## config.mk

```make
export PLATFORM = sky130hd
export DESIGN_NAME = vic_ctrl
export DESIGN_NICKNAME = d
export VERILOG_FILES = /design/src/pkg/vic_pkg.sv /design/src/vic_ctrl.sv
export SDC_FILE = /design/constraint.sdc
export NUM_CORES = 1
export LEC_CHECK = 0
export ABC_AREA = 1
export BUFFER_PORTS_ARGS = -buffer_cell sky130_fd_sc_hd__buf_2
export CELL_PAD_IN_SITES_DETAIL_PLACEMENT = 1
export CELL_PAD_IN_SITES_GLOBAL_PLACEMENT = 1
export CORE_UTILIZATION = 35
export CTS_BUF_LIST = sky130_fd_sc_hd__clkbuf_4 sky130_fd_sc_hd__clkbuf_8
export CTS_CLUSTER_SIZE = 20
export DETAILED_ROUTE_END_ITERATION = 16
export PLACE_DENSITY = 0.74
export SLEW_MARGIN = 30
export SYNTH_ARGS = -nofsm -noshare
export SYNTH_HDL_FRONTEND = slang
export SYNTH_SLANG_ARGS = --single-unit
export TNS_END_PERCENT = 5
```

## constraint.sdc

```tcl
create_clock -name CLK_I -period 2.72 [get_ports CLK_I]
set_input_delay 0.408 -clock CLK_I [delete_from_list [all_inputs] [get_ports CLK_I]]
set_output_delay 0.408 -clock CLK_I [all_outputs]
set_load 0.02 [all_outputs]
```

## src/pkg/vic_pkg.sv

```systemverilog
package vic_pkg;
  localparam int VIC_LINES        = 6;
  localparam int VIC_EXT_LINES    = 4;
  localparam int VIC_MASTER_BIT   = 7;
  localparam logic [7:0] VIC_MASK_RESET = 8'h00;
  localparam logic [7:0] VIC_PRIO_RESET = 8'h00;
  localparam logic [5:0] VIC_PEND_RESET = 6'h00;
  localparam logic [3:0] VIC_PIN_RESET  = 4'hf;
  // vector pair base for line n is 2*n
  localparam logic [7:0] VIC_VEC_STEP   = 8'h02;

  typedef struct packed {
    logic       valid;
    logic [2:0] line;
    logic [7:0] vec_lo;
    logic [7:0] vec_hi;
  } vic_grant_s;
endpackage : vic_pkg

```

## src/vic_ctrl.sv

```systemverilog
`timescale 1ns/10ps
// Overview of operation
// - six request lines fed by eight sources: four pins, serial rx/tx, two timers
// - per-line mask bits; mask bit 7 is master enable blocking all lines
// - priority register steers encoder choosing which pending enabled request wins
// - line n vector stored at program bytes 2n and 2n+1, 16-bit address
// - lines 0..3 come from port pins bit 2, 3, 1, 0 respectively
// - external lines request on falling edge only
// - line 4 timer zero or serial tx; line 3 also rx; line 5 timer one
// - grant runs interrupt cycle: clear global enable, save state, jump to vector
// - enable instruction sets global enable again, allowing nesting
// - return instruction restores state and sets global enable again
// - pending register readable at any time for polling
module vic_ctrl (
  input  wire logic              CLK_I,
  input  wire logic              RESET_I,
  input  wire logic              CE_I,
  input  wire logic [3:0]        PIN_I,
  input  wire logic              SERIAL_RX_I,
  input  wire logic              SERIAL_TX_I,
  input  wire logic              TIMER0_I,
  input  wire logic              TIMER1_I,
  input  wire logic              MASK_WR_I,
  input  wire logic              PRIO_WR_I,
  input  wire logic [7:0]        WDATA_I,
  input  wire logic              ENABLE_INSN_I,
  input  wire logic              DISABLE_INSN_I,
  input  wire logic              RETURN_INSN_I,
  input  wire logic              CYCLE_ACK_I,
  output logic                   IRQ_REQ_O,
  output vic_pkg::vic_grant_s    GRANT_O,
  output logic [7:0]             MASK_O,
  output logic [7:0]             PRIO_O,
  output logic [5:0]             PENDING_O
);
  import vic_pkg::*;

  logic [3:0] pin_meta;
  logic [3:0] pin_sync;
  logic [3:0] pin_last;
  logic [5:0] event_in;
  logic [5:0] active;
  logic [2:0] winner;
  logic       any_active;
  logic [5:0] next_pending;
  logic [7:0] interrupt_mask_reg;
  logic [7:0] interrupt_priority_reg;
  logic [5:0] pending;

  // two-stage sync on pins; only the second stage feeds edge logic
  always_ff @(posedge CLK_I or posedge RESET_I) begin
    if (RESET_I) begin
      pin_meta <= VIC_PIN_RESET;
      pin_sync <= VIC_PIN_RESET;
      pin_last <= VIC_PIN_RESET;
    end else if (CE_I) begin
      pin_meta <= PIN_I;
      pin_sync <= pin_meta;
      pin_last <= pin_sync;
    end
  end

  // pin bits 2,3,1,0 map to lines 0..3; falling edge only
  logic [3:0] fall;
  assign fall = pin_last & ~pin_sync;
  assign event_in[0] = fall[2];
  assign event_in[1] = fall[3];
  assign event_in[2] = fall[1];
  assign event_in[3] = fall[0] | SERIAL_RX_I;
  // timer zero and tx are exclusive users of line four
  assign event_in[4] = TIMER0_I | SERIAL_TX_I;
  assign event_in[5] = TIMER1_I;

  // mask register and priority: software must disable first
  always_ff @(posedge CLK_I or posedge RESET_I) begin
    if (RESET_I) begin
      interrupt_mask_reg <= VIC_MASK_RESET;
    end else if (CE_I) begin
      if (MASK_WR_I) begin
        interrupt_mask_reg <= WDATA_I;
      end else if (CYCLE_ACK_I || DISABLE_INSN_I) begin
        interrupt_mask_reg[VIC_MASTER_BIT] <= 1'b0;
      end else if (ENABLE_INSN_I || RETURN_INSN_I) begin
        interrupt_mask_reg[VIC_MASTER_BIT] <= 1'b1;
      end
    end
  end

  always_ff @(posedge CLK_I or posedge RESET_I) begin
    if (RESET_I) begin
      interrupt_priority_reg <= VIC_PRIO_RESET;
    end else if (CE_I && PRIO_WR_I) begin
      interrupt_priority_reg <= WDATA_I;
    end
  end

  assign active = pending & interrupt_mask_reg[5:0] & {6{interrupt_mask_reg[VIC_MASTER_BIT]}};

  // rotating priority: search starts at line given by priority low bits, or at line 0 when they exceed 5
  always_comb begin
    logic [2:0] start;
    logic [2:0] idx;
    start = (interrupt_priority_reg[2:0] > 3'h5) ? 3'h0 : interrupt_priority_reg[2:0];
    winner = 3'h0;
    any_active = 1'b0;
    idx = 3'h0;
    for (int k = VIC_LINES - 1; k >= 0; k--) begin
      idx = 3'((int'(start) + k) % VIC_LINES);
      if (active[idx]) begin
        winner = idx;
        any_active = 1'b1;
      end
    end
  end

  // set beats clear on the grant cycle
  always_comb begin
    next_pending = pending;
    if (CYCLE_ACK_I && GRANT_O.valid) begin
      next_pending[GRANT_O.line] = 1'b0;
    end
    next_pending = next_pending | event_in;
  end

  always_ff @(posedge CLK_I or posedge RESET_I) begin
    if (RESET_I) begin
      pending <= VIC_PEND_RESET;
    end else if (CE_I) begin
      pending <= next_pending;
    end
  end

  always_ff @(posedge CLK_I or posedge RESET_I) begin
    if (RESET_I) begin
      GRANT_O <= '0;
    end else if (CE_I) begin
      GRANT_O.valid  <= any_active && !CYCLE_ACK_I;
      GRANT_O.line   <= winner;
      GRANT_O.vec_lo <= 8'({5'h00, winner} * VIC_VEC_STEP);
      GRANT_O.vec_hi <= 8'({5'h00, winner} * VIC_VEC_STEP + 8'h01);
    end
  end

  assign IRQ_REQ_O = GRANT_O.valid;
  assign MASK_O    = interrupt_mask_reg;
  assign PRIO_O    = interrupt_priority_reg;
  assign PENDING_O = pending;

  a_ack_clears_master: assert property (@(posedge CLK_I) disable iff (RESET_I)
    (CE_I && CYCLE_ACK_I && !MASK_WR_I) |=> !interrupt_mask_reg[VIC_MASTER_BIT])
    else $error("master enable not cleared by interrupt cycle");
  a_enable_sets_master: assert property (@(posedge CLK_I) disable iff (RESET_I)
    (CE_I && ENABLE_INSN_I && !MASK_WR_I && !CYCLE_ACK_I && !DISABLE_INSN_I) |=> interrupt_mask_reg[VIC_MASTER_BIT])
    else $error("enable instruction did not set master enable");
  a_return_sets_master: assert property (@(posedge CLK_I) disable iff (RESET_I)
    (CE_I && RETURN_INSN_I && !MASK_WR_I && !CYCLE_ACK_I && !DISABLE_INSN_I) |=> interrupt_mask_reg[VIC_MASTER_BIT])
    else $error("return did not set master enable");
  a_master_blocks_all: assert property (@(posedge CLK_I) disable iff (RESET_I)
    (CE_I && !interrupt_mask_reg[VIC_MASTER_BIT]) |=> !IRQ_REQ_O)
    else $error("request raised while master disabled");
  a_fall_sets_line0: assert property (@(posedge CLK_I) disable iff (RESET_I)
    (CE_I && pin_last[2] && !pin_sync[2]) |=> pending[0])
    else $error("falling edge on pin bit 2 missed");
  a_rise_no_line1: assert property (@(posedge CLK_I) disable iff (RESET_I)
    (CE_I && !pending[1] && !(pin_last[3] && !pin_sync[3])) |=> !pending[1])
    else $error("line one set without falling edge");
  a_timer1_line5: assert property (@(posedge CLK_I) disable iff (RESET_I)
    (CE_I && TIMER1_I) |=> pending[5])
    else $error("timer one event lost");
  a_vector_pair: assert property (@(posedge CLK_I) disable iff (RESET_I)
    GRANT_O.valid |-> (GRANT_O.vec_lo == {4'h0, GRANT_O.line, 1'b0} && GRANT_O.vec_hi == {4'h0, GRANT_O.line, 1'b1}))
    else $error("vector location wrong");
  a_grant_masked: assert property (@(posedge CLK_I) disable iff (RESET_I)
    (CE_I && any_active) |-> active[winner])
    else $error("winner not an active request");
  a_pending_mask_free: assert property (@(posedge CLK_I) disable iff (RESET_I)
    (CE_I && SERIAL_TX_I && interrupt_mask_reg[4] == 1'b0) |=> pending[4])
    else $error("masked event not recorded");

  // checks look one edge ahead; each but the freeze check needs the enable high on the edge it watches
  // a low enable must leave every register alone, or a stalled core loses requests
  a_ce_freezes_state: assert property (@(posedge CLK_I) disable iff (RESET_I)
    !CE_I |=> ($stable(pending) && $stable(interrupt_mask_reg) && $stable(GRANT_O)))
    else $error("state changed while clock enable low");
  a_ack_clears_pending: assert property (@(posedge CLK_I) disable iff (RESET_I)
    (CE_I && CYCLE_ACK_I && GRANT_O.valid && !event_in[GRANT_O.line]) |=> !pending[$past(GRANT_O.line)])
    else $error("granted request still pending");
  a_ack_drops_req: assert property (@(posedge CLK_I) disable iff (RESET_I)
    (CE_I && CYCLE_ACK_I) |=> !IRQ_REQ_O)
    else $error("request held after interrupt cycle");
  a_active_raises_req: assert property (@(posedge CLK_I) disable iff (RESET_I)
    (CE_I && any_active && !CYCLE_ACK_I) |=> IRQ_REQ_O)
    else $error("enabled pending request not raised");
  a_grant_follows_winner: assert property (@(posedge CLK_I) disable iff (RESET_I)
    (CE_I && any_active && !CYCLE_ACK_I) |=> GRANT_O.line == $past(winner))
    else $error("granted line is not the encoder choice");
  a_disable_clears_master: assert property (@(posedge CLK_I) disable iff (RESET_I)
    (CE_I && DISABLE_INSN_I && !MASK_WR_I) |=> !interrupt_mask_reg[VIC_MASTER_BIT])
    else $error("disable instruction left master enable set");
  // mask write wins over every instruction pulse in the same cycle
  a_mask_write_lands: assert property (@(posedge CLK_I) disable iff (RESET_I)
    (CE_I && MASK_WR_I) |=> interrupt_mask_reg == $past(WDATA_I))
    else $error("mask write lost");
  a_prio_write_lands: assert property (@(posedge CLK_I) disable iff (RESET_I)
    (CE_I && PRIO_WR_I) |=> interrupt_priority_reg == $past(WDATA_I))
    else $error("priority write lost");
  a_fall_sets_line1: assert property (@(posedge CLK_I) disable iff (RESET_I)
    (CE_I && pin_last[3] && !pin_sync[3]) |=> pending[1])
    else $error("falling edge on pin bit 3 missed");
  a_fall_sets_line2: assert property (@(posedge CLK_I) disable iff (RESET_I)
    (CE_I && pin_last[1] && !pin_sync[1]) |=> pending[2])
    else $error("falling edge on pin bit 1 missed");
  a_fall_sets_line3: assert property (@(posedge CLK_I) disable iff (RESET_I)
    (CE_I && pin_last[0] && !pin_sync[0]) |=> pending[3])
    else $error("falling edge on pin bit 0 missed");
  // shared lines: either source alone must set the bit
  a_rx_line3: assert property (@(posedge CLK_I) disable iff (RESET_I)
    (CE_I && SERIAL_RX_I) |=> pending[3])
    else $error("receive event lost");
  a_timer0_line4: assert property (@(posedge CLK_I) disable iff (RESET_I)
    (CE_I && TIMER0_I) |=> pending[4])
    else $error("timer zero event lost");
endmodule : vic_ctrl

```

# Word-level counts from Yosys, hierarchy flattened
# Index checks and enable logic that the tools add are counted.
# W data, S select, Z words.
[classes]
addsub = 6
multipliers = 0
div = 6
magnitude_cmp = 9
eq_ne = 0
shift = 0
mux = 31
n_bitwise = 9
reduce_logical = 10
[ops]
columns = ["op", "count"]
rows = [
  ["$mod A32 B4 Y32 const B", 5],
  ["$mod A4 B4 Y32 const B", 1],
  ["$lt A3 B4 Y1 const B", 7],
  ["$mux W3", 7],
  ["$and A6 B6 Y6", 3],
  ["$bmux W1 S3", 6],
  ["$mux W1", 16],
  ["$add A3 B2 Y4 const B", 2],
  ["$add A3 B3 Y4 const B", 2],
  ["$mux W6", 1],
  ["$not A6 Y6", 1],
  ["$or A6 B6 Y6", 1],
  ["$add A4 B1 Y5 const B", 1],
  ["$add A3 B1 Y4 const B", 1],
  ["$and A4 B4 Y4", 1],
  ["$logic_and A1 B1 Y1", 4],
  ["$not A4 Y4", 1],
  ["$reduce_and A2 Y1", 2],
  ["$demux W1 S3", 1],
  ["$ge A3 B1 Y1 const B", 1],
  ["$gt A3 B3 Y1 const B", 1],
  ["$reduce_bool A3 Y1", 1],
  ["$logic_or A1 B1 Y1", 2],
  ["$or A1 B1 Y1", 2],
  ["$logic_not A1 Y1", 1],
]
[word_totals]
reg_bits = 46
latch_bits = 0
ramBits = 0
mem_bits_ro = 0
inputBits = 25
out_inout_bits = 43
elab_cells = 81
mem_count = 0

# Logic depth before layout (Yosys ltp)
[logic_depth]
ltp_word = 13
mapped_depth = 25
ltp_nobuf = 25

# Worst setup path before layout
# No wires, ideal clock.
[synth_path]
path_type = "reg2reg"
start = "register interrupt_priority_reg[1], in the netlist PRIO_O[1]"
end = "register GRANT_O[16] (netlist bit)"
arrival_time_ns = 2.658
t_required_ns = 2.603
path_slack_ns = -0.055
path_stages_with_launch = 23
n_path_buf = 0
cell_sequence = "dfrtp_1 > nand2_2 > nand2_1 > inv_1 > ha_1 > inv_1 > nand2_4 > nand2_4 > inv_2 > ha_1 > nand3b_2 > nand2_1 > nand3_1 > nand2_4 > nand2_1 > nand2_1 > nand2_1 > nand2_2 > nor2_1 > a21oi_1 > nand2_1 > nand2_1 > nand2_1"
[synth_between]
elab_chain_cells = 12
elab_cells_between_ends = 31
classes_between = "add/sub (5); div (6); order compare (1); mux (19)"
[synth_lines]
columns = ["item", "line_no", "rtl"]
rows = [
  ["start: declaration", "vic_ctrl.sv:47", "logic [7:0] interrupt_priority_reg;"],
  ["start signal: assignment", "vic_ctrl.sv:91", "interrupt_priority_reg <= VIC_PRIO_RESET;"],
  ["start signal: assignment", "vic_ctrl.sv:93", "interrupt_priority_reg <= WDATA_I;"],
  ["$gt A3 B3 Y1", "vic_ctrl.sv:103", "start = (interrupt_priority_reg[2:0] > 3'h5) ? 3'h0 : interrupt_priority_reg[2:0];"],
  ["$mux W3 *", "vic_ctrl.sv:103", ""],
  ["$add A3 B3 Y4", "vic_ctrl.sv:108", "idx = 3'((int'(start) + k) % VIC_LINES);"],
  ["$mod A32 B4 Y32", "vic_ctrl.sv:108", ""],
  ["$bmux W1 S3", "vic_ctrl.sv:109", "if (active[idx]) begin"],
  ["$mux W1 (not written as such)", "vic_ctrl.sv:109", ""],
  ["$mux W3 (5 in a row)", "vic_ctrl.sv:109", ""],
  ["$mux W3 *", "vic_ctrl.sv:109", ""],
  ["end: declaration", "vic_ctrl.sv:31", "output vic_pkg::vic_grant_s GRANT_O,"],
]
# Mark *: on every way between the ends. The rest lies on a longest branch, timed or not. The select of a mux whose other input is x is not followed.
# A chain may end at the register's enable or synchronous reset.

# Worst setup path in the final report
[layout_path]
start = "register interrupt_priority_reg[2], in the netlist PRIO_O[2]"
end = "register GRANT_O[17] (netlist bit)"
# Same word-level chain as after synthesis.

==> flow_summary.yaml <==
status:
  outcome: "finished clean"
synth:
  syn-cell-area_um2: 2740
  ys_types: 32
  synth_ff_type: "dfrtp_1"
  syn_inst: 394
  ys_seq_area_frac: 0.362
  ys_ff_latch: 39
  synth_edf_count: 0
  syn_area_per_cell_um2: 6.95
  yosysWarnings: 0
  async_flop_share: 1.00
floorplanning:
  core_region_area_um2: 7410
  fp.dieW_um: 90.5
  core.rowCount: 31
  die-area_um2: 8180
  die_h_um: 90.5
  io_pins: 68
  start_util: 0.370
sta:
  layout_min_cycle_time_ns: 2.54
  finalSetupViolCount: 0
  maxSlewViolCount: 0
  fin_crit_sh: 0.935
  finalHoldViolCount: 0
  holdWs_ns: 0.227
  fmax_ghz: 0.393
  clock-skew-final_ns: 0.00828
layout:
  num_antenna_cells: 0
  drive_gt1_frac: 0.333
  area_growth_pct: 24.6
  nFillCells: 980
  fin_area_um2: 3410
  fin_util: 0.461
  nNetsFinal: 498
  stdcell_count: 562
pwr:
  power_density_nw_per_um2: 715
  leakage_nw: 1.85
  power_w: 0.00244
  peakVddDrop_uv: 306
placement:
  hpwlAfterDp_mm: 5.63
  numPortBuffers: 58
  dp_cells: 551
  placed_area_um2: 3140
  gp_congestion: 0.758
worst_setup_path:
  path_class: "reg -> reg"
  r2r_cells: 23
  critPathLaunchType: "flip-flop"
  crit_fanout: 5
  cp.required_ns: 2.92
  end_kind: "flip-flop"
  worstPathArrival_ns: 2.74
global_route:
  grt_pass1_wl_mm: 12.8
  grt_remaining_overflow: 0
  grt_util_all_layers: 0.189
  grt_max_degree: 40
  antenna_found_initial: 0
  grt_pass1_vias: 2799
drt:
  wl_per_cell_um: 13.1
  routed_wirelength_mm: 7.36
  drc: 0
  final_antenna_net_count: 0
  drt_iter0_drc: 66
  viasPerCell: 4.75
  num_vias: 2669
  dr.pass1.iters: 4
cts:
  cts_buffers: 5
  cts_num_sinks: 39
  htreeDepth: 2
  clk_pin_slew_ns: 0.09
  ctsRootBufferMaster: "clkbuf_8"
  insertion_delay_ns: 0.29
  cts_tree: "built"
  clock_path_buffers: 2
  cts_hold_buf: 0
flow_run:
  max-cap-violations: 0
worst_hold_path:
  hold_path.class: "in -> async"
[repair_timing]
action                                  CTS  global route
resized for setup                         0            35
endpoints found under the setup margin    0             4
setup buffers                             0             3
[path summary, 6_finish.rpt]
kind,slack [ns],start,endpoint
max in group asynchronous,2.13,RESET_I,PRIO_O[1]$_DFFE_PP0P_
hold reg to reg,0.47,pin_meta[2]$_DFFE_PP1P_,pin_meta[2]$_DFFE_PP1P_
setup / recovery,0.18,PRIO_O[2]$_DFFE_PP0P_,GRANT_O[17]$_DFFE_PP0P_
hold / removal,0.23,RESET_I,GRANT_O[0]$_DFFE_PP0P_
setup reg to reg,0.18,PRIO_O[2]$_DFFE_PP0P_,GRANT_O[17]$_DFFE_PP0P_
min in group CLK_I,0.31,PIN_I[2],pin_meta[2]$_DFFE_PP1P_
[Yosys cell counts (2+ instances only)]
cell type    n  share of area
nand3_1     33          0.060
buf_4       16          0.044
dfrtp_1     27           0.25
nand3_2      2         0.0073
nor3_1       2         0.0037
nor2_1      19          0.026
nand2_4      5          0.021
inv_1       43          0.059
inv_2        7         0.0096
nand4_2      2         0.0091
dfstp_2     12           0.12
a21oi_1      3         0.0055
clkbuf_1     6         0.0082
ha_1        11          0.050
o21ai_1      6          0.011
or2_2        2         0.0046
nand2_1    139           0.19
nand2_2     10          0.023
o21ai_0     36          0.066
[routing by layer]
metal	vias up	wire length, um	GRT usage
met3	8	286	0.0345
met4	0	87	0.0497
li1	1343	-	-
met1	1267	3420	0.253
met5	-	0	0
met2	51	3560	0.314
[metrics by stage]
stage / setup WS [ns] / TNS [ns]
after floorplan: 0.0556 / 0
after global placement: 0.131 / 0
after global routing: -0.0249 / -0.0249
after detailed placement: 0.00975 / 0
after CTS: 0.00507 / 0
final: 0.178 / 0
[worst max-delay path: stages (launching register included)]
cell and delay [ns]:
dfrtp_2 0.46, inv_2 0.10, nand2_2 0.08, inv_4 0.10
ha_4 0.14, nand2_2 0.06, nand2_4 0.11, inv_2 0.06
ha_1 0.27, nand3b_4 0.16, nand3_2 0.07, nand2_1 0.06
inv_2 0.07, nand2_4 0.06, nand2_1 0.06, nand2_1 0.05
nand2_1 0.07, nand2_2 0.09, nor2_1 0.11, nand2_1 0.06
nand2_1 0.05, nand2_1 0.04, nand2_1 0.07, nand2_1 0.05
[kinds of logic (layout without fill, tap and decap cells)]
logic type	count (synthesis)	after routing	share of synthesized area
AND/OR/NAND/NOR	219	219	0.360
adder cells (fa/ha/maj)	11	11	0.0503
flip-flops	39	39	0.362
multiplexers	2	2	0.00777
buffers and inverters	73	134	0.125
AO/OA/AOI/OAI	49	49	0.0937
other	1	9	0.00137
[registers in the layout, summed over array words and instances (netlist names)]
name,flops
MASK_O,8
GRANT_O,4
PENDING_O,6
pin_sync,4
pin_last,4
IRQ_REQ_O,1
pin_meta,4
PRIO_O,8
[final cells by class]
cell class	instances	area, um^2	share of cell area
Clock inverter	3	22.5	0.00660
Clock buffer	5	68.8	0.0202
Multi-Input combinational cell	290	1580	0.462
Inverter	50	190	0.0557
Timing Repair Buffer	76	437	0.128
Sequential cell	39	993	0.291
Tap cell	99	124	0.0363
[power breakdown]
group	switching, W	leakage (nW)	internal (W)
combinational	0.000805	1.37	0.000427
clock	0.000236	0.0451	0.000185
sequential	0.0000990	0.434	0.000687
[placed cells by master, fill, tap and decap left out, types with 2 or more instances in the layout]
| master | instances |
|---|---|
| or2_2 | 2 |
| nand2_2 | 16 |
| conb_1 | 9 |
| nor2_1 | 18 |
| nor2_4 | 2 |
| nand4_2 | 2 |
| inv_1 | 39 |
| buf_2 | 58 |
| buf_6 | 3 |
| o21ai_0 | 36 |
| nand3_2 | 6 |
| dfrtp_2 | 2 |
| dfstp_2 | 12 |
| ha_4 | 5 |
| o21ai_1 | 6 |
| buf_4 | 15 |
| inv_2 | 10 |
| clkbuf_8 | 5 |
| a21oi_1 | 3 |
| inv_4 | 2 |
| ha_1 | 6 |
| nand2_4 | 7 |
| nand2_1 | 131 |
| nor3_1 | 2 |
| dfrtp_1 | 25 |
| nand3_1 | 28 |
Power figures use the tool's default switching activity.
